### src/verilog/adc_ctrl_defs.vh
// Purpose: Constants for the converter control block
// Assumes: Register port with one-cycle read latency
// Notes: Offsets are register indices on the plain register port
`ifndef ADC_CTRL_DEFS_VH
`define ADC_CTRL_DEFS_VH
// Register offsets
`define ADDR_W 2
`define OFF_SELECT 2'h0
`define OFF_CONTROL 2'h1
`define OFF_RES_LOW 2'h2
`define OFF_RES_HIGH 2'h3
// Reset values
`define SELECT_RST 8'h00
`define CONTROL_RST 8'h00
// Select register fields
`define SEL_REF_HI 7
`define SEL_REF_LO 6
`define SEL_LEFT 5
`define SEL_CH_HI 3
`define SEL_CH_LO 0
`define SEL_WMASK 8'hEF
// Control register fields
`define CTL_EN 7
`define CTL_START 6
`define CTL_FREE 5
`define CTL_FLAG 4
`define CTL_IE 3
`define CTL_PS_HI 2
`define CTL_PS_LO 0
// Conversion timing in converter clocks
`define CYC_FIRST 5'h19
`define CYC_NORMAL 5'h0D
`define SAMPLE_FIRST 5'h0D
`define SAMPLE_NORMAL 5'h01
`define SAR_STEPS 5'h0A
`define RES_W 10
`define RES_TOP 10'h3FF
`endif

### src/verilog/adc_prescaler.v
// Purpose: Converter clock tick generator
// Assumes: Runs from system clock, cleared while converter is off
// Notes: Tick is one system cycle wide, once per divided period
`timescale 1ns/1ns
`include "adc_ctrl_defs.vh"
module adc_prescaler (
	input wire i_clk,
	input wire i_sys_rst,
	input wire i_run,
	input wire [2:0] i_select,
	output wire o_tick
);
	reg [6:0] count_q; // Free counter
	reg [6:0] mask; // Divisor minus one
	// Divisor table: codes 0 and 1 both give 2
	always @* begin
		case (i_select)
			3'h0: mask = 7'h01;
			3'h1: mask = 7'h01;
			3'h2: mask = 7'h03;
			3'h3: mask = 7'h07;
			3'h4: mask = 7'h0F;
			3'h5: mask = 7'h1F;
			3'h6: mask = 7'h3F;
			default: mask = 7'h7F;
		endcase
	end
	// Counter held at zero while stopped so the first tick is repeatable
	always @(posedge i_clk) begin
		if (i_sys_rst || !i_run) begin
			count_q <= 7'h00;
		end else begin
			count_q <= count_q + 7'h01;
		end
	end
	assign o_tick = i_run && ((count_q & mask) == mask);
endmodule

### src/verilog/adc_conversion_control.v
// Purpose: Control logic of a 10-bit successive-approximation converter
// Assumes: Analog core compares the DAC trial against the held input
// Notes: Registers sit on a plain port, read data one cycle after strobe
//
// Our own choices: the address map and strobed register access.
`timescale 1ns/1ns
`include "adc_ctrl_defs.vh"
module adc_conversion_control (
	input wire i_clk,
	input wire i_sys_rst,
	input wire [1:0] i_addr,
	input wire [7:0] i_wdata,
	input wire i_wr,
	input wire i_rd,
	output reg [7:0] o_rdata,
	input wire i_global_int_enable,
	input wire i_vector_ack,
	input wire i_compare,
	output wire o_irq,
	output reg o_power_on,
	output reg [1:0] o_reference,
	output reg [3:0] o_channel,
	output reg o_sample,
	output reg [9:0] o_trial
);
	// One-hot conversion states
	// Idle waits for start and a converter clock; done lasts one system cycle
	localparam [2:0] S_IDLE = 3'b001;
	localparam [2:0] S_CONV = 3'b010;
	localparam [2:0] S_DONE = 3'b100;
	reg [2:0] state_q; // Conversion state
	reg [7:0] select_q; // Software copy of selection register
	reg enable_q; // Converter on
	reg start_q; // Start bit, reads busy
	reg free_q; // Free-running mode
	reg flag_q; // Completion flag
	reg ie_q; // Completion interrupt enable
	reg [2:0] ps_q; // Prescaler code
	reg first_q; // Next conversion is the initialising one
	reg [4:0] cyc_q; // Converter clocks into the conversion
	reg [9:0] sar_q; // Approximation register
	reg [9:0] result_q; // Published result
	reg [9:0] pending_q; // Result held back while locked
	reg pend_valid_q; // A held-back result waits
	reg lock_q; // Low byte read, high not yet
	wire tick; // Converter clock edge
	// Register port decodes; only the result reads have a side effect
	wire wr_sel = i_wr && (i_addr == `OFF_SELECT);
	wire wr_ctl = i_wr && (i_addr == `OFF_CONTROL);
	wire rd_low = i_rd && (i_addr == `OFF_RES_LOW);
	wire rd_high = i_rd && (i_addr == `OFF_RES_HIGH);
	wire conv_len_end; // Last converter clock of conversion
	wire [4:0] len = first_q ? `CYC_FIRST : `CYC_NORMAL;
	wire [4:0] samp = first_q ? `SAMPLE_FIRST : `SAMPLE_NORMAL;
	wire [4:0] bit_start = samp + 5'h01; // First bit decision clock
	wire done_evt; // Conversion finished this cycle
	wire [7:0] ctl_view;

	// Bit weight for the step index counted from the top
	function [9:0] weight;
		input [4:0] step;
		begin
			weight = 10'h200 >> step;
		end
	endfunction

	// Byte views of the result for both alignments
	function [7:0] res_byte;
		input [9:0] r;
		input left;
		input high;
		begin
			// Unused bits read as zero in either alignment
			if (left) begin
				res_byte = high ? r[9:2] : {r[1:0], 6'h00};
			end else begin
				res_byte = high ? {6'h00, r[9:8]} : r[7:0];
			end
		end
	endfunction

	// Prescaler runs only while enabled, so its phase restarts with each switch-on
	adc_prescaler u_prescaler (
		.i_clk(i_clk),
		.i_sys_rst(i_sys_rst),
		.i_run(enable_q),
		.i_select(ps_q),
		.o_tick(tick)
	);

	// Length counted from the tick that leaves idle, so both ends land on ticks
	assign conv_len_end = (state_q == S_CONV) && tick && (cyc_q == len - 5'h01);
	assign done_evt = conv_len_end && enable_q;
	// Status view; bit order matches the control write layout
	assign ctl_view = {enable_q, start_q, free_q, flag_q, ie_q, ps_q};
	assign o_irq = flag_q && ie_q && i_global_int_enable;

	// Selection register, software side
	// Reserved bit is masked on write rather than on read
	always @(posedge i_clk) begin
		if (i_sys_rst) begin
			select_q <= `SELECT_RST;
		end else if (wr_sel) begin
			select_q <= i_wdata & `SEL_WMASK; // Bit 4 reads zero
		end
	end

	// Selection seen by the core; follows software only while not converting
	// Updating resumes on the last converter clock so the next conversion sees new picks
	always @(posedge i_clk) begin
		if (i_sys_rst) begin
			o_reference <= 2'h0;
			o_channel <= 4'h0;
		end else if (state_q != S_CONV || conv_len_end) begin
			o_reference <= select_q[`SEL_REF_HI:`SEL_REF_LO];
			o_channel <= select_q[`SEL_CH_HI:`SEL_CH_LO];
		end
	end

	// Control bits: enable, free running, interrupt enable, prescaler
	always @(posedge i_clk) begin
		if (i_sys_rst) begin
			enable_q <= 1'b0;
			free_q <= 1'b0;
			ie_q <= 1'b0;
			ps_q <= 3'h0;
		end else if (wr_ctl) begin
			enable_q <= i_wdata[`CTL_EN];
			free_q <= i_wdata[`CTL_FREE];
			ie_q <= i_wdata[`CTL_IE];
			ps_q <= i_wdata[`CTL_PS_HI:`CTL_PS_LO];
		end
	end

	// Flag: hardware set wins over a clear in the same cycle
	// Vector acknowledge and a one write are both clears, so their order is moot
	always @(posedge i_clk) begin
		if (i_sys_rst) begin
			flag_q <= 1'b0;
		end else if (done_evt) begin
			flag_q <= 1'b1;
		end else if (i_vector_ack) begin
			flag_q <= 1'b0;
		end else if (wr_ctl && i_wdata[`CTL_FLAG]) begin
			flag_q <= 1'b0;
		end
	end

	// Start bit: set by a one write, cleared at completion when not free running, or at abort
	// Disable beats a simultaneous start, so no start outlives power-down
	always @(posedge i_clk) begin
		if (i_sys_rst) begin
			start_q <= 1'b0;
		end else if (wr_ctl && !i_wdata[`CTL_EN]) begin
			start_q <= 1'b0;
		end else if (wr_ctl && i_wdata[`CTL_START]) begin
			start_q <= 1'b1;
		end else if (done_evt && !free_q) begin
			start_q <= 1'b0;
		end
	end

	// Initialising conversion pending after each switch-on
	// Any power-down makes the next conversion the long initialising one
	always @(posedge i_clk) begin
		if (i_sys_rst) begin
			first_q <= 1'b1;
		end else if (!enable_q) begin
			first_q <= 1'b1;
		end else if (done_evt) begin
			first_q <= 1'b0;
		end
	end

	// Conversion sequencer on converter clock ticks
	always @(posedge i_clk) begin
		if (i_sys_rst) begin
			state_q <= S_IDLE;
			cyc_q <= 5'h00;
			sar_q <= 10'h000;
			o_sample <= 1'b0;
			o_trial <= 10'h000;
			o_power_on <= 1'b0;
		end else begin
			o_power_on <= enable_q;
			o_sample <= 1'b0;
			// Abort drops the state at once; result registers keep their last value
			if (!enable_q) begin
				state_q <= S_IDLE; // abort
				cyc_q <= 5'h00;
			end else begin
				case (state_q)
					S_IDLE: begin
						// Conversion begins on the next converter clock
						if (start_q && tick) begin
							state_q <= S_CONV;
							cyc_q <= 5'h00;
							sar_q <= 10'h000;
						end
					end
					S_CONV: begin
						if (tick) begin
							cyc_q <= cyc_q + 5'h01;
							// Trial word is registered, so its answer is read a tick later
							if (cyc_q == samp) begin
								o_sample <= 1'b1;
								o_trial <= weight(5'h00);
							end else if (cyc_q >= bit_start &&
								cyc_q < bit_start + `SAR_STEPS) begin
								// Keep or drop trial bit, then try the next one
								sar_q <= (i_compare ? o_trial : sar_q)
									| 10'h000;
								o_trial <= (i_compare ? o_trial : sar_q)
									| weight(cyc_q - bit_start + 5'h01);
							end
							if (conv_len_end) begin
								state_q <= S_DONE;
							end
						end
					end
					S_DONE: begin
						// Free running restarts at once; single waits for start
						if (free_q && start_q) begin
							state_q <= S_CONV;
							cyc_q <= 5'h00;
							sar_q <= 10'h000;
							o_trial <= 10'h000;
						end else begin
							state_q <= S_IDLE;
						end
					end
					default: state_q <= S_IDLE;
				endcase
			end
		end
	end

	// Result capture with low/high read lock
	// A low read in the completion cycle also holds the new result back
	always @(posedge i_clk) begin
		if (i_sys_rst) begin
			result_q <= 10'h000;
			pending_q <= 10'h000;
			pend_valid_q <= 1'b0;
			lock_q <= 1'b0;
		end else begin
			if (rd_low) begin
				lock_q <= 1'b1;
			end else if (rd_high) begin
				lock_q <= 1'b0;
			end
			if (done_evt) begin
				if ((lock_q || rd_low) && !rd_high) begin
					pending_q <= sar_q;
					pend_valid_q <= 1'b1;
				end else begin
					result_q <= sar_q & `RES_TOP;
					pend_valid_q <= 1'b0;
				end
			end else if (pend_valid_q && !lock_q) begin
				result_q <= pending_q;
				pend_valid_q <= 1'b0;
			end
		end
	end

	// Read data one cycle after the strobe, zero otherwise
	// Alignment is applied at read time, so a left-adjust change shows at once
	always @(posedge i_clk) begin
		if (i_sys_rst) begin
			o_rdata <= 8'h00;
		end else if (i_rd) begin
			case (i_addr)
				`OFF_SELECT: o_rdata <= select_q;
				`OFF_CONTROL: o_rdata <= ctl_view;
				`OFF_RES_LOW: o_rdata <= res_byte(result_q, select_q[`SEL_LEFT], 1'b0);
				`OFF_RES_HIGH: o_rdata <= res_byte(result_q, select_q[`SEL_LEFT], 1'b1);
				default: o_rdata <= 8'h00;
			endcase
		end else begin
			o_rdata <= 8'h00;
		end
	end
endmodule

### config.mk
export PLATFORM = sky130hd
export DESIGN_NAME = adc_conversion_control
export DESIGN_NICKNAME = d
export VERILOG_FILES = /design/src/verilog/adc_prescaler.v /design/src/verilog/adc_conversion_control.v
export VERILOG_INCLUDE_DIRS = /design/src /design/src/verilog
export SDC_FILE = /design/constraint.sdc
export NUM_CORES = 1
export LEC_CHECK = 0
export ABC_AREA = 0
export BUFFER_PORTS_ARGS = -buffer_cell sky130_fd_sc_hd__buf_4
export CORE_MARGIN = 4
export CORE_UTILIZATION = 30
export CTS_CLUSTER_SIZE = 12
export DETAILED_ROUTE_END_ITERATION = 10
export GPL_ROUTABILITY_DRIVEN = 0
export GPL_TIMING_DRIVEN = 1
export HOLD_SLACK_MARGIN = 0.06
export PLACE_DENSITY_LB_ADDON = 0.25
export SYNTH_ARGS = -nofsm -noshare
export SYNTH_HDL_FRONTEND = slang
export SYNTH_HIERARCHICAL = 1
export SYNTH_SLANG_ARGS = --single-unit
### constraint.sdc
create_clock -name i_clk -period 5.2 [get_ports i_clk]
set_input_delay 1.04 -clock i_clk [delete_from_list [all_inputs] [get_ports i_clk]]
set_output_delay 1.04 -clock i_clk [all_outputs]
set_load 0.03 [all_outputs]
Yosys cells after proc, flatten, opt, wreduce, memory -nomap -nowiden

Index checks and enable logic that the tools add are counted.

Add/subtract/negate cells: 7
Order comparisons: 2
Equal/unequal tests: 24
Shift operators: 1
Mux-type cells: 40
Bitwise logic cells: 6
Reduce and logical (&&, ||, !) cells: 46

Operators by type and width:

| cell                  | number |
|---|---|
| $mux 10               | 12 |
| $pmux 7 s6            | 1 |
| $pmux 8 s4            | 1 |
| $pmux 10 s3           | 1 |
| $mux 5                | 4 |
| $pmux 10 s2           | 1 |
| $logic_and 1x1->1     | 19 |
| $mux 8                | 2 |
| $pmux 5 s3            | 1 |
| $eq 3x3->1 const B    | 4 |
| $ne 2x2->1 const B    | 6 |
| $mux 1                | 11 |
| $add 5x1->5 const B   | 2 |
| $or 10x10->10         | 1 |
| $shr 10x5->10 const A | 1 |
| $eq 3x2->1 const B    | 3 |
| $mux 3                | 3 |
| $pmux 3 s3            | 1 |
| $reduce_bool 2->1     | 4 |
| $reduce_or 2->1       | 4 |
| $add 7x1->7 const B   | 1 |
| $and 7x7->7           | 1 |
| $eq 7x7->1            | 1 |
| $reduce_and 7->1      | 1 |
| 27 further kinds      | 40 |

Flip-flop bits (word level): 89
Bits of input ports: 17
Output and inout bits: 27
Logic and storage cells: 148

Depth between registers and ports, before layout

Word-level depth: 12
Mapped depth: 10
Mapped depth without buffers: 8

By module

Netlist, hierarchy kept.

Modules (own cells, without submodules):

| module                 | times used | cells an instance | area each (µm²) | sequential area each (µm²) |
|---|---|---|---|---|
| adc_conversion_control | 1          | 427               | 3876.2          | 1641.6 |
| adc_prescaler          | 1          | 37                | 334.1           | 140.1 |

Worst setup path before layout

No wires, ideal clock.

Kind: in2out
Start: input i_global_int_enable
End: output o_irq
Data arrival time: 1.359 ns
Data required time: 4.160 ns
Setup slack: 2.801 ns
Stages on the path: 1
Buffers on the path: 0
Path through: and3_1

Cells in the longest elaborated chain, start to end: 1

RTL lines:

| element           | line                        | source |
|---|---|---|
| start, declared   | adc_conversion_control.v:16 | `input wire i_global_int_enable,` |
| $logic_and 1x1->1 | adc_conversion_control.v:96 | `assign o_irq = flag_q && ie_q && i_global_int_enable;` |
| end, declared     | adc_conversion_control.v:19 | `output wire o_irq,` |

Every way passes these cells.

Worst setup path in the final report

Start: register u_prescaler.count_q[2]
End: register result_q[6]

Cells in the longest elaborated chain, start to end: 8
Elaborated cells on any way between the ends: 10
Classes of those cells: 2 x eq/ne; 1 x mux; 1 x bitwise; 6 x reduce/logical

RTL lines:

| element                                                   | line                         | source |
|---|---|---|
| start, declared                                           | adc_prescaler.v:13           | `reg [6:0] count_q;` |
| start signal, assigned                                    | adc_prescaler.v:33           | `count_q <= count_q + 7'h01;` |
| $and 7x7->7 *                                             | adc_prescaler.v:36           | `assign o_tick = i_run && ((count_q & mask) == mask);` |
| $eq 7x7->1 *                                              | adc_prescaler.v:36           |  |
| $logic_and 1x1->1 *                                       | adc_prescaler.v:36           |  |
| via tick                                                  | adc_conversion_control.v:46  | `wire tick;` |
| $logic_and 1x1->1 * (2 in a row)                          | adc_conversion_control.v:92  | `assign conv_len_end = (state_q == S_CONV) && tick && (cyc_q == len - 5'h01);` |
| $logic_and 1x1->1 *                                       | adc_conversion_control.v:93  | `assign done_evt = conv_len_end && enable_q;` |
| $ne 2x2->1 (no line) or $reduce_bool 2->1 (tied branches) | --                           |  |
| $reduce_and 2->1 (no line)                                | --                           |  |
| end signal, assigned                                      | adc_conversion_control.v:257 | `` result_q <= sar_q & `RES_TOP; `` |
| end signal, assigned                                      | adc_conversion_control.v:261 | `result_q <= pending_q;` |
| end, declared                                             | adc_conversion_control.v:42  | `reg [9:0] result_q;` |

Mark *: on every way through the listed nets, which the timed path passes. The rest lies on a longest branch.
A chain may end at the register's enable or synchronous reset.

==> flow_summary.toml <==
[place]
dpl.hpwl_um = 7370
port_buffers = 43

[routing]
drt_iter0_drc = 337
drc = 0
viasPerCell = 5.00
routed_wl_um = 10000
wire_per_inst_um = 14.7
vias = 3400
dr.pass1.iters = 5
antenna_left = 0

[setup_path]
critPathKind = "reg -> reg"
max_stage_delay_ns = 0.49
worst-r2r-cell-count = 8
cp_max_fo = 11
regToRegStartpoint = "u_prescaler/count_q[2]"
cp_num_buf_inv = 0
cp_top_family = "simple AND/OR/NAND/NOR gates"
reg2reg_to = "result_q[6]"
critPathSlowestCell = "and4bb_1"
rrSetupSlack_ns = 2.24
critPathLaunchType = "flop"
crit_chain = "and4_2, o211ai_1, a32oi_1, and4bb_1, nand3_2, nand3b_1, nand2_2, o221a_1"
arrival_ns = 3.19
crit_required_ns = 5.42
end_kind = "flop"

[clock_network]
cts_setup_buffers = 0
cts.htree.levels = 3
cts_resized = 0
path_clk_slew_ns = 0.06
ctsHoldBuffers = 0
clock_latency_ns = 0.34
cts_tree = "built"
root_buffer = "clkbuf_16"
cts_buffer_depth = 2
clock-sinks = 89
numCtsBuffers = 9

[worst_hold_path]
hp-start = "first_q"
hold_depth = 2
min_to = "first_q"
min_path_type = "reg -> reg"

[logic_synthesis]
netlist.area_leader.share = 0.423
ys_types = 64
yosysTopAreaCell = "dfxtp_1"
syn_nets = 497
synth_seq_area_share = 0.423
synth-edff-count = 0
syn_avg_cell_area_um2 = 9.07
syn_inst = 464
synth_async_sr_flop_share = 0
yosys-top-cells-area = "dfxtp_1, nand2_1, a22o_1"
synth_common_cells = "dfxtp_1, nand2_1, nor2_1"
synth_ff_type = "dfxtp_1"
syn-cell-area_mm2 = 0.00421
synth-seq-cells = 89
ys_warn_count = 6
synthMostInstantiatedCell = "dfxtp_1"

[sta]
fin_skew_ns = 0.0110
worst_pin_slew_ns = 0.836
finalMaxSlewViolations = 0
finalHoldViolations = 0
grt_setup_unrepaired = "false"
max_freq_mhz = 337
slew_headroom = 0.442
fin_crit_ns = 2.96
setup_tns_ns = 0
period_share = 0.570
setup-violations-final = 0

[floorplan]
die_w_um = 126
ioPinCount = 44
core-area_mm2 = 0.0138
initial_utilization = 0.304
die_y_um = 126
std_cell_rows = 43
die_area_mm2 = 0.0160

[global_route]
grt_start_max_net_pins = 50
track_usage = 0.127
grt_pass1_wl_um = 16500
first_global_vias = 3262
grt_overflow_total = 0
antenna_found_initial = 0

[final_layout]
layout.nets = 528
syn2layout_area_growth_pct = 18.0
antenna_cells = 0
nFillCells = 1389
drive_above_1_share = 0.154

[power_and_ir_drop]
ir_worst_vdd_uv = 201
fin_total_pwr_mw = 1.46
powerDensity_mw_per_mm2 = 293
p_leak_nw = 1.87

[outcome]
status = "finished clean"

[flow_run]
drv_cap = 0
-- worst max-delay path by stage --
stage,endpoint,cells after the start,startpoint
2_1_floorplan,o_irq,1,i_global_int_enable
3_3_place_gp,result_q[0],8,u_prescaler/count_q[2]
3_5_place_dp,result_q[6],8,u_prescaler/count_q[2]
4_1_cts,result_q[6],8,u_prescaler/count_q[2]
5_1_grt,result_q[8],8,u_prescaler/count_q[2]
6_report,result_q[6],8,u_prescaler/count_q[2]
-- state kept, by name, indices dropped and copies added, names as in the netlist, 2 cells and up --
register,count
select_q,7
o_channel,4
u_prescaler/count_q,7
o_rdata,8
o_trial,10
result_q,10
o_reference,2
sar_q,10
pending_q,10
state_q,3
ps_q,3
cyc_q,5
-- where the power goes --
group	internal (mW)	switching [mW]	total [mW]
clock	0.435	0.263	0.698
sequential	0.688	0.00637	0.695
combinational	0.0231	0.0400	0.0631
-- cells by family after synthesis --
family | share of synthesized area
buffers and inverters | 0.0452
flip-flops | 0.423
AND/OR/NAND/NOR | 0.204
adder cells (fa/ha/maj) | 0.0511
AO/OA/AOI/OAI | 0.207
XOR/XNOR | 0.0247
multiplexers | 0.0458
-- worst min-delay path, cell delays in order, from the launching register on --
cell,delay [ns]
dfxtp_1,0.31
nand2_1,0.05
nand2_1,0.05
-- metrics by stage --
step	instances	area, um2	worst slack (ns)	utilization	hold WS [ns]
after floorplan	464	4210	2.80	-	0.422
after global placement	664	4650	2.40	0.336	0.438
after detailed placement	664	4650	2.26	0.336	0.455
after CTS	680	4970	2.26	0.359	0.463
after global routing	680	4970	2.01	0.359	0.486
final	680	4970	2.24	0.359	0.459
-- placed cells by master, fill, tap and decap left out, types with 3 or more instances in the layout --
cell type / netlist / routed
nand4_1: 3 / 3
inv_1: 20 / 20
mux2i_1: 17 / 17
nand3_1: 14 / 14
nand2_1: 58 / 58
ha_1: 14 / 14
o21ai_0: 4 / 4
xnor2_1: 5 / 5
nor2b_1: 6 / 6
nand3b_1: 5 / 5
clkbuf_16: 0 / 9
o41ai_1: 4 / 4
buf_4: 1 / 43
a211oi_1: 8 / 8
and2_1: 3 / 3
o21ai_1: 5 / 5
xor2_1: 5 / 5
a22o_1: 20 / 20
nor3_1: 6 / 6
nor2_1: 42 / 42
and3_1: 4 / 4
dfxtp_1: 89 / 89
nand2b_1: 6 / 6
o221a_1: 10 / 10
o2111ai_1: 5 / 5
a21oi_1: 34 / 34
o31ai_1: 5 / 5
-- cell type report --
cell class                 count  area, um2  share of cell area
clock buffer                  12        246              0.0496
clock inverter                 4       76.3              0.0154
inverter                      21       78.8              0.0159
multi-input combinational    331       2240               0.450
sequential                    89       1780               0.359
tap                          180        225              0.0453
timing repair buffer          43        323              0.0650
-- layer usage --
layer / vias up / global-route usage / part of all wire
met4: 0 / 0.0568 / 0.022
met1: 1592 / 0.176 / 0.49
met5: - / 0 / 0
li1: 1725 / - / -
met3: 15 / 0.0282 / 0.036
met2: 68 / 0.189 / 0.45
Note: power is estimated with default switching activity, not from simulation.
